==> config.mk <==
export PLATFORM = sky130hd
export DESIGN_NAME = psu_core
export DESIGN_NICKNAME = d
export VERILOG_FILES = /design/src/logic/psu_frame.v /design/src/logic/psu_core.v
export VERILOG_INCLUDE_DIRS = /design/src /design/src/logic
export SDC_FILE = /design/constraint.sdc
export NUM_CORES = 1
export LEC_CHECK = 0
export BUFFER_PORTS_ARGS = -buffer_cell sky130_fd_sc_hd__buf_2
export CELL_PAD_IN_SITES_DETAIL_PLACEMENT = 0
export CELL_PAD_IN_SITES_GLOBAL_PLACEMENT = 2
export CORE_AREA = 4 4 171 173
export CTS_BUF_LIST = sky130_fd_sc_hd__clkbuf_2 sky130_fd_sc_hd__clkbuf_4 sky130_fd_sc_hd__clkbuf_8
export DETAILED_ROUTE_END_ITERATION = 8
export DIE_AREA = 0 0 175 177
export PLACE_DENSITY = 0.92
export SYNTH_ARGS = -nofsm -noshare
export SYNTH_HDL_FRONTEND = slang
export SYNTH_HIERARCHICAL = 1
export SYNTH_SLANG_ARGS = --single-unit
==> constraint.sdc <==
create_clock -name clock_i -period 8.8 [get_ports clock_i]
set_input_delay 1.76 -clock clock_i [delete_from_list [all_inputs] [get_ports clock_i]]
set_output_delay 1.76 -clock clock_i [all_outputs]
set_load 0.1 [all_outputs]
==> src/logic/psu_map.vh <==
// constants for the program flow and stack unit
`ifndef PSU_MAP_VH
`define PSU_MAP_VH

// operation codes on cmd_op_i
`define PSU_OP_JPDE 5'h00
`define PSU_OP_JPXA 5'h01
`define PSU_OP_JBCDE 5'h02
`define PSU_OP_JBCXA 5'h03
`define PSU_OP_CALL 5'h04
`define PSU_OP_LONG_SUBROUTINE_INVOKE 5'h05
`define PSU_OP_FIXED_AREA_INVOKE 5'h06
`define PSU_OP_RET 5'h07
`define PSU_OP_EXIT_AND_SKIP 5'h08
`define PSU_OP_INTERRUPT_EXIT 5'h09
`define PSU_OP_PUSH 5'h0A
`define PSU_OP_PUSHBS 5'h0B
`define PSU_OP_POP 5'h0C
`define PSU_OP_POPBS 5'h0D
`define PSU_OP_EI 5'h0E
`define PSU_OP_EISRC 5'h0F
`define PSU_OP_DI 5'h10
`define PSU_OP_DISRC 5'h11

// register addresses
`define PSU_A_PC 4'h0
`define PSU_A_SP 4'h1
`define PSU_A_XA 4'h2
`define PSU_A_HL 4'h3
`define PSU_A_DE 4'h4
`define PSU_A_BC 4'h5
`define PSU_A_PSW 4'h6
`define PSU_A_BANK 4'h7
`define PSU_A_SBS 4'h8
`define PSU_A_IPS 4'h9
`define PSU_A_IE 4'hA
`define PSU_A_STAT 4'hB

// register file pair indices; pair p takes nibble slots 2p and 2p+1
`define PSU_P_XA 2'h0
`define PSU_P_DE 2'h2

// field positions
`define PSU_SBS_MODE 3
`define PSU_IPS_IME 3
`define PSU_PSW_MBE 7
`define PSU_PSW_RBE 6
`define PSU_NB_MBE_L 3
`define PSU_NB_RBE_L 2
`define PSU_NB_MBE_X 1
`define PSU_NB_RBE_X 0

// frame sizes in nibbles
`define PSU_FR_LEG 3'h4
`define PSU_FR_EXT 3'h6
`define PSU_FR_PAIR 3'h2
`define PSU_FR_XRD 3'h5
`define PSU_FR_ONE 3'h1

// page wrap threshold, fixed area target mask and reset values
`define PSU_PAGE_WRAP 8'hFE
`define PSU_FIXED_AREA_INVOKE_MASK 13'h07FF
`define PSU_SBS_RST 4'h8
`define PSU_PSW_RST 8'h00
`define PSU_PC_RST 13'h0000

`endif

==> src/logic/psu_frame.v <==
// stack frame layout: nibble data, write range and read size per operation
`timescale 1ns/10ps
`include "psu_map.vh"

module psu_frame (
    input wire [4:0] op_i,
    input wire ext_i,
    input wire [2:0] off_i,
    input wire [12:0] pc_i,
    input wire mbe_i,
    input wire rbe_i,
    input wire [3:0] hi_i,
    input wire [3:0] lo_i,
    output reg [3:0] wdata_o,
    output reg [2:0] wfirst_o,
    output reg [2:0] wlast_o,
    output reg [2:0] rcnt_o,
    output reg [2:0] radv_o
);

always @*
begin
    wdata_o = 4'h0;
    wfirst_o = `PSU_FR_ONE;
    wlast_o = `PSU_FR_PAIR;
    rcnt_o = `PSU_FR_PAIR;
    radv_o = `PSU_FR_PAIR;
    case (op_i)
        `PSU_OP_CALL, `PSU_OP_FIXED_AREA_INVOKE, `PSU_OP_LONG_SUBROUTINE_INVOKE:
        begin
            if (ext_i || op_i == `PSU_OP_LONG_SUBROUTINE_INVOKE)
            begin
                // extended frame, the top slot is left untouched
                wfirst_o = `PSU_FR_PAIR;
                wlast_o = `PSU_FR_EXT;
                case (off_i)
                    3'h2: wdata_o = {2'b00, mbe_i, rbe_i};
                    3'h3: wdata_o = pc_i[7:4];
                    3'h4: wdata_o = pc_i[3:0];
                    3'h5: wdata_o = {3'b000, pc_i[12]};
                    default: wdata_o = pc_i[11:8];
                endcase
            end
            else
            begin
                wlast_o = `PSU_FR_LEG;
                case (off_i)
                    3'h1: wdata_o = pc_i[7:4];
                    3'h2: wdata_o = pc_i[3:0];
                    3'h3: wdata_o = {mbe_i, rbe_i, 1'b0, pc_i[12]};
                    default: wdata_o = pc_i[11:8];
                endcase
            end
        end
        `PSU_OP_PUSH, `PSU_OP_PUSHBS:
            wdata_o = (off_i == `PSU_FR_ONE) ? hi_i : lo_i;
        `PSU_OP_RET, `PSU_OP_EXIT_AND_SKIP:
        begin
            rcnt_o = ext_i ? `PSU_FR_XRD : `PSU_FR_LEG;
            radv_o = ext_i ? `PSU_FR_EXT : `PSU_FR_LEG;
        end
        `PSU_OP_INTERRUPT_EXIT:
        begin
            rcnt_o = `PSU_FR_EXT;
            radv_o = `PSU_FR_EXT;
        end
        default:
            wdata_o = 4'h0;
    endcase
end

endmodule // psu_frame

==> src/logic/psu_core.v <==
// program flow and stack unit: indirect jumps, calls, returns, push/pop, irq enables
`timescale 1ns/10ps
`include "psu_map.vh"

module psu_core #(
    parameter SPW = 9,
    parameter NSRC = 8
) (
    input wire clock_i,
    input wire nrst_i,
    input wire ce_i,
    input wire cmd_valid_i,
    input wire [4:0] cmd_op_i,
    input wire [12:0] cmd_arg_i,
    input wire [1:0] cmd_len_i,
    output reg cmd_ready_o,
    output reg skip_o,
    output reg [12:0] pc_o,
    output reg [SPW-1:0] sp_o,
    output reg [7:0] psw_o,
    output reg ime_o,
    output reg [NSRC-1:0] ie_o,
    output reg [SPW-1:0] mem_addr_o,
    output reg [3:0] mem_wdata_o,
    output reg mem_we_o,
    output reg mem_re_o,
    input wire [3:0] mem_rdata_i,
    input wire [3:0] reg_addr_i,
    input wire [15:0] reg_wdata_i,
    input wire reg_we_i,
    input wire reg_re_i,
    output reg [15:0] reg_rdata_o
);

////////////////////////////////////////////////////////////////////////////////

localparam ST_IDLE = 2'h0;
localparam ST_WR = 2'h1;
localparam ST_RD = 2'h2;
localparam ST_FIN = 2'h3;

reg [1:0] state;
reg [4:0] op_q;
reg [12:0] arg_q;
reg [12:0] ret_pc;
reg [2:0] off;
reg rd_v;
reg [2:0] rd_idx;
reg [3:0] rf [0:7];
reg [3:0] rb [0:5];
reg [3:0] memory_bank_select;
reg [1:0] register_bank_select;
reg [3:0] stack_bank_select;
reg [3:0] interrupt_priority_select_reg;
reg [15:0] rd_mux;
integer i;

wire ext_mode = ~stack_bank_select[`PSU_SBS_MODE];
wire [1:0] pr = arg_q[1:0];
wire [1:0] cpr = cmd_arg_i[1:0];
wire is_bs = (op_q == `PSU_OP_PUSHBS);
wire [3:0] f_hi = is_bs ? memory_bank_select : rf[{pr, 1'b0}];
wire [3:0] f_lo = is_bs ? {2'b00, register_bank_select} : rf[{pr, 1'b1}];
wire [3:0] f_wdata;
wire [2:0] f_first;
wire [2:0] f_last;
wire [2:0] f_rcnt;
wire [2:0] f_radv;
wire [2:0] src = cmd_arg_i[2:0];
// the wrap is decided on the address of the jump's own first byte
wire [4:0] page = pc_o[12:8] + {4'h0, pc_o[7:0] >= `PSU_PAGE_WRAP};
wire [12:0] next_pc = pc_o + {11'h000, cmd_len_i};

psu_frame u_frame (
    .op_i(op_q),
    .ext_i(ext_mode),
    .off_i(off),
    .pc_i(ret_pc),
    .mbe_i(psw_o[`PSU_PSW_MBE]),
    .rbe_i(psw_o[`PSU_PSW_RBE]),
    .hi_i(f_hi),
    .lo_i(f_lo),
    .wdata_o(f_wdata),
    .wfirst_o(f_first),
    .wlast_o(f_last),
    .rcnt_o(f_rcnt),
    .radv_o(f_radv)
);

////////////////////////////////////////////////////////////////////////////////
// register read mux

always @*
begin
    rd_mux = 16'h0000;
    case (reg_addr_i)
        `PSU_A_PC: rd_mux = {3'h0, pc_o};
        `PSU_A_SP: rd_mux = {{(16-SPW){1'b0}}, sp_o};
        `PSU_A_XA, `PSU_A_HL, `PSU_A_DE, `PSU_A_BC:
            rd_mux = {8'h00, rf[{reg_addr_i[1:0] - 2'h2, 1'b0}],
                rf[{reg_addr_i[1:0] - 2'h2, 1'b1}]};
        `PSU_A_PSW: rd_mux = {8'h00, psw_o};
        `PSU_A_BANK: rd_mux = {10'h000, register_bank_select, memory_bank_select};
        `PSU_A_SBS: rd_mux = {12'h000, stack_bank_select};
        `PSU_A_IPS: rd_mux = {12'h000, interrupt_priority_select_reg[3:0]};
        `PSU_A_IE: rd_mux = {{(16-NSRC){1'b0}}, ie_o};
        `PSU_A_STAT: rd_mux = {14'h0000, ext_mode, ~cmd_ready_o};
        default: rd_mux = 16'h0000;
    endcase
end

////////////////////////////////////////////////////////////////////////////////
// main sequencer

always @(posedge clock_i or negedge nrst_i)
begin
    if (!nrst_i)
    begin
        state <= ST_IDLE;
        op_q <= 5'h00;
        arg_q <= 13'h0000;
        ret_pc <= 13'h0000;
        off <= 3'h0;
        rd_v <= 1'b0;
        rd_idx <= 3'h0;
        for (i = 0; i < 8; i = i + 1)
            rf[i] <= 4'h0;
        for (i = 0; i < 6; i = i + 1)
            rb[i] <= 4'h0;
        memory_bank_select <= 4'h0;
        register_bank_select <= 2'h0;
        stack_bank_select <= `PSU_SBS_RST;
        interrupt_priority_select_reg <= 4'h0;
        cmd_ready_o <= 1'b1;
        skip_o <= 1'b0;
        pc_o <= `PSU_PC_RST;
        sp_o <= {SPW{1'b0}};
        psw_o <= `PSU_PSW_RST;
        ime_o <= 1'b0;
        ie_o <= {NSRC{1'b0}};
        mem_addr_o <= {SPW{1'b0}};
        mem_wdata_o <= 4'h0;
        mem_we_o <= 1'b0;
        mem_re_o <= 1'b0;
        reg_rdata_o <= 16'h0000;
    end
    else if (ce_i)
    begin
        mem_we_o <= 1'b0;
        mem_re_o <= 1'b0;
        skip_o <= 1'b0;
        if (reg_re_i)
            reg_rdata_o <= rd_mux;
        // software writes only land while no instruction is in flight
        if (reg_we_i && state == ST_IDLE && !cmd_valid_i)
        begin
            case (reg_addr_i)
                `PSU_A_PC: pc_o <= reg_wdata_i[12:0];
                `PSU_A_SP: sp_o <= reg_wdata_i[SPW-1:0];
                `PSU_A_XA, `PSU_A_HL, `PSU_A_DE, `PSU_A_BC:
                begin
                    rf[{reg_addr_i[1:0] - 2'h2, 1'b0}] <= reg_wdata_i[7:4];
                    rf[{reg_addr_i[1:0] - 2'h2, 1'b1}] <= reg_wdata_i[3:0];
                end
                `PSU_A_PSW: psw_o <= reg_wdata_i[7:0];
                `PSU_A_BANK:
                begin
                    memory_bank_select <= reg_wdata_i[3:0];
                    register_bank_select <= reg_wdata_i[5:4];
                end
                `PSU_A_SBS: stack_bank_select <= reg_wdata_i[3:0];
                `PSU_A_IPS:
                begin
                    interrupt_priority_select_reg <= reg_wdata_i[3:0];
                    ime_o <= reg_wdata_i[`PSU_IPS_IME];
                end
                `PSU_A_IE: ie_o <= reg_wdata_i[NSRC-1:0];
                default: ;
            endcase
        end
        if (rd_v)
            rb[rd_idx] <= mem_rdata_i;
        rd_v <= 1'b0;
        case (state)
            ST_IDLE:
            begin
                if (cmd_valid_i)
                begin
                    op_q <= cmd_op_i;
                    arg_q <= cmd_arg_i;
                    ret_pc <= next_pc;
                    off <= 3'h0;
                    case (cmd_op_i)
                        `PSU_OP_JPDE:
                            pc_o <= {page, rf[{`PSU_P_DE, 1'b0}],
                                rf[{`PSU_P_DE, 1'b1}]};
                        `PSU_OP_JPXA:
                            pc_o <= {page, rf[{`PSU_P_XA, 1'b0}],
                                rf[{`PSU_P_XA, 1'b1}]};
                        `PSU_OP_JBCDE:
                            pc_o <= {rf[6][0], rf[7], rf[4], rf[5]};
                        `PSU_OP_JBCXA:
                            pc_o <= {rf[6][0], rf[7], rf[0], rf[1]};
                        `PSU_OP_EI:
                        begin
                            ime_o <= 1'b1;
                            interrupt_priority_select_reg[`PSU_IPS_IME] <= 1'b1;
                        end
                        `PSU_OP_DI:
                        begin
                            ime_o <= 1'b0;
                            interrupt_priority_select_reg[`PSU_IPS_IME] <= 1'b0;
                        end
                        `PSU_OP_EISRC: ie_o[src] <= 1'b1;
                        `PSU_OP_DISRC: ie_o[src] <= 1'b0;
                        `PSU_OP_CALL, `PSU_OP_LONG_SUBROUTINE_INVOKE, `PSU_OP_FIXED_AREA_INVOKE,
                        `PSU_OP_PUSH, `PSU_OP_PUSHBS:
                        begin
                            state <= ST_WR;
                            cmd_ready_o <= 1'b0;
                        end
                        `PSU_OP_RET, `PSU_OP_EXIT_AND_SKIP, `PSU_OP_INTERRUPT_EXIT,
                        `PSU_OP_POP, `PSU_OP_POPBS:
                        begin
                            state <= ST_RD;
                            cmd_ready_o <= 1'b0;
                        end
                        default: ;
                    endcase
                end
            end
            ST_WR:
            begin
                // one nibble per cycle, from the top of the frame downward
                if (off < f_first)
                    off <= f_first;
                else
                begin
                    mem_we_o <= 1'b1;
                    mem_addr_o <= sp_o - {{(SPW-3){1'b0}}, off};
                    mem_wdata_o <= f_wdata;
                    off <= off + 3'h1;
                    if (off == f_last)
                        state <= ST_FIN;
                end
            end
            ST_RD:
            begin
                mem_re_o <= 1'b1;
                mem_addr_o <= sp_o + {{(SPW-3){1'b0}}, off};
                rd_v <= 1'b1;
                rd_idx <= off;
                off <= off + 3'h1;
                if (off == f_rcnt - 3'h1)
                    state <= ST_FIN;
            end
            default:
            begin
                // read data of the last nibble lands this cycle; apply one later
                if (!rd_v)
                begin
                    state <= ST_IDLE;
                    cmd_ready_o <= 1'b1;
                    case (op_q)
                        `PSU_OP_CALL, `PSU_OP_LONG_SUBROUTINE_INVOKE:
                        begin
                            sp_o <= sp_o - {{(SPW-3){1'b0}}, f_last};
                            pc_o <= arg_q;
                        end
                        `PSU_OP_FIXED_AREA_INVOKE:
                        begin
                            sp_o <= sp_o - {{(SPW-3){1'b0}}, f_last};
                            pc_o <= arg_q & `PSU_FIXED_AREA_INVOKE_MASK;
                        end
                        `PSU_OP_PUSH, `PSU_OP_PUSHBS:
                            sp_o <= sp_o - {{(SPW-3){1'b0}}, f_last};
                        `PSU_OP_RET, `PSU_OP_EXIT_AND_SKIP, `PSU_OP_INTERRUPT_EXIT:
                        begin
                            sp_o <= sp_o + {{(SPW-3){1'b0}}, f_radv};
                            pc_o <= {rb[1][0], rb[0], rb[3], rb[2]};
                            // interrupt exit restores all of psw; otherwise only bank flags move, and a legacy exit-and-skip restores MBE alone
                            if (op_q == `PSU_OP_INTERRUPT_EXIT)
                                psw_o <= {rb[5], rb[4]};
                            else if (ext_mode)
                            begin
                                psw_o[`PSU_PSW_MBE] <= rb[4][`PSU_NB_MBE_X];
                                psw_o[`PSU_PSW_RBE] <= rb[4][`PSU_NB_RBE_X];
                            end
                            else
                            begin
                                psw_o[`PSU_PSW_MBE] <= rb[1][`PSU_NB_MBE_L];
                                if (op_q == `PSU_OP_RET)
                                    psw_o[`PSU_PSW_RBE] <= rb[1][`PSU_NB_RBE_L];
                            end
                            if (op_q == `PSU_OP_EXIT_AND_SKIP)
                                skip_o <= 1'b1;
                        end
                        `PSU_OP_POP:
                        begin
                            rf[{pr, 1'b1}] <= rb[0];
                            rf[{pr, 1'b0}] <= rb[1];
                            sp_o <= sp_o + {{(SPW-3){1'b0}}, f_radv};
                        end
                        default:
                        begin
                            register_bank_select <= rb[0][1:0];
                            memory_bank_select <= rb[1];
                            sp_o <= sp_o + {{(SPW-3){1'b0}}, f_radv};
                        end
                    endcase
                end
            end
        endcase
    end
end

endmodule // psu_core

==> run summary <==
First-pass GRT wire length -> 60300 µm
Root Buffer -> clkbuf_8
Synth Flop Type -> dfrtp_1
Max reg flops -> 32
Synth Area in Simple Gates -> 16.0%
Vias in the first global route -> 9964
Vias/cell -> 6.04
Share of cells above drive strength 1 -> 21.8%
Endpoints failing hold -> 0
Core ar. -> 27600 µm²
Largest Register -> rf
R2r worst-path depth -> 15
Achievable frequency -> 242 MHz
Routability congestion estimate -> 0.891
Pre-CTS setup slack -> 4230 ps
Worst clock skew -> 13.6 ps
Post-Syn Area per Cell -> 9.31 µm²
CTS tree -> done
Pwr dens -> 389 nW/µm²
CTS Buf Count -> 17
ANT cells -> 0
PortBufs -> 115
Ys async rst share -> 100%
Die X -> 175 µm
Iter 0 DRT Violations -> 1069
# fillers -> 2730
Synth unique cells -> 84
Worst Path Max Fanout -> 16
Die area -> 31000 µm²
Post-route antenna net violation count -> 0
Clock sinks -> 178
Largest net degree at the start of global routing -> 70
Post-synth EDFFs -> 0
Sw frac -> 53.9%
Largest regs -> rf (32), rb (24)
WP data required -> 9220 ps
Maxcap violations -> 0
CP arrival -> 4550 ps
Final wirelength -> 39500 µm
Clock Path Buffers -> 2
Post CTS Setup Buffer Count -> 0
H-tree depth -> 4
Status -> completed
RSZ-0062 raised after global routing -> false
Clock share of power -> 12.1%
Register area share after synthesis -> 38.9%
Most common cell after layout, fill and taps aside -> dfrtp_1
Final setup violation count -> 0
Final Util -> 45.7%
Total track usage -> 25.4%
Critical path class -> input pin to flip-flop
Hold Path Stages -> 2
Sequential Power Share -> 33.2%
Worst min-delay path class -> flip-flop to flip-flop
Area growth syn-to-layout -> 10.4%
Crit share post-route -> 47.0%
Pint -> 2.27 mW
Most frequent cells in the layout -> dfrtp_1, nor2_1, buf_2, a21oi_1, nand2_1
Static Leak -> 5.46 nW
# rows -> 61
Drt first pass iters -> 5
Startpoint type of the worst setup path -> input pin
Max VDD drop -> 170 µV
Main combinational cell family by area after synthesis -> compound AO/OA/AOI/OAI gates
Fin crit period -> 4130 ps
Post-CTS sizing -> 0
Actual slew at the worst max-slew pin -> 1080 ps
Grt total ovfl -> 0
Final instance area -> 12600 µm²
Relative slew slack -> 27.4%
Max-slew violation count -> 0
IO Count -> 122
Vias -> 10.2k
Initial Utilization -> 41.4%
Warnings, synthesis -> 6
CTS clock-pin slew for the worst setup and hold paths -> 110 ps
Xor and xnor area share after synthesis -> 2.73%
Die height -> 177 µm
Gate Count Post-Synth -> 1230
Fin nets -> 1383
Hold buffer count at CTS -> 0
Synthesized flop and latch total -> 178
Dpl cell area -> 12200 µm²
Post-route setup TNS -> 0 ps
Net Switching -> 2.64 mW
Comb power frac -> 54.7%
Worst setup EP type -> flip-flop
Average wire per standard cell -> 23.4 µm
Cell area after synthesis -> 11400 µm²
Synth Area in Compound Gates -> 20.5%
Mux share of post-synthesis cell area -> 12.9%
Worst setup margin -> 4670 ps
Antenna violations before repair -> 1
Adder-cell share of the synthesized area -> 4.02%
Worst skew pair latency -> 490 ps
Drt drc -> 0
DP HPWL -> 28800 µm
## power by group through the flow
stage	Sequential, mW	Clock, mW	Combinational [mW]
after global placement	1.62	0	2.65
final	1.63	0.593	2.69
after global routing	1.66	0.638	2.92
after floorplan	2.11	0	1.49
after CTS	1.61	0.604	2.69
after detailed placement	1.63	0	2.68
## per-layer routing
| metal | vias up | track usage [%] | routed length [µm] |
|---|---|---|---|
| met5 | - | 0 | 12 |
| met4 | 2 | 11.6 | 1950 |
| met3 | 108 | 4.83 | 3320 |
| met2 | 501 | 39.8 | 18000 |
| met1 | 4949 | 34.3 | 16200 |
| li1 | 4640 | - | - |
## path summary, 6_finish.rpt
| check | startpoint | to | slack, ps |
|---|---|---|---|
| min in group asynchronous | nrst_i | mem_addr_o[4]$_DFFE_PN0P_ | 1210 |
| hold / removal | reg_rdata_o[2]$_DFFE_PN0P_ | reg_rdata_o[2]$_DFFE_PN0P_ | 490 |
| hold reg to reg | reg_rdata_o[2]$_DFFE_PN0P_ | reg_rdata_o[2]$_DFFE_PN0P_ | 490 |
| setup reg to reg | op_q[3]$_DFFE_PN0P_ | sp_o[7]$_DFFE_PN0P_ | 5010 |
| setup / recovery | cmd_valid_i | pc_o[4]$_DFFE_PN0P_ | 4670 |
| max in group asynchronous | nrst_i | interrupt_priority_select_reg[1]$_DFFE_PN0P_ | 6260 |
## worst max-delay path: stages
cell	delay, ps
buf_2	170
and3b_1	540
nand3_1	690
a21oi_1	1020
o21ai_0	190
a21oi_1	170
## cell families after synthesis
family          Yosys count
buf+inv                 123
xor+xnor                 34
other cells               2
mux                     117
fa+ha+maj                35
flops                   178
compound gates          372
simple gates            369
## through the flow
stage          total power [mW]  hold WS (ps)  instances
3_3_place_gp               4.27           459       1657
3_5_place_dp               4.30           469       1657
6_report                   4.91           494       1689
4_1_cts                    4.90           495       1689
2_1_floorplan              3.60           442       1234
5_1_grt                    5.22           522       1689
## synthesized netlist by cell type, types with 8 or more instances
cell        n  area, µm²
a21o_1      9       67.6
a21oi_1   107        536
a221o_1    15        150
a221oi_1   14        123
a22oi_1    15        113
buf_2      19       95.1
buf_4      10       75.1
clkbuf_1   47        176
dfrtp_1   176       4400
ha_1       32        400
inv_1      37        139
mux2_2     82        923
mux2i_1    19        190
mux4_2     16        360
nand2_1    98        368
nand2b_1   15       93.8
nand3_1    19       95.1
nand3b_1    9       67.6
nand4_1     8       50.1
nor2_1    121        454
nor2b_1    23        144
nor3_1     20        100
o211ai_1    9       67.6
o21ai_0    94        470
o22ai_1    43        269
o31ai_1    13       97.6
xnor2_1    17        149
xor2_1     16        140
## cell type report
| class | count | area, µm² | area share [%] |
|---|---|---|---|
| Clock buffer | 17 | 234 | 1.85 |
| Clock inverter | 15 | 179 | 1.42 |
| Inverter | 38 | 143 | 1.13 |
| Multi-Input combinational cell | 933 | 6460 | 51.1 |
| Sequential cell | 178 | 4460 | 35.3 |
| Tap cell | 378 | 473 | 3.74 |
| Timing Repair Buffer | 130 | 694 | 5.50 |
(Power assumes the default switching activity.)
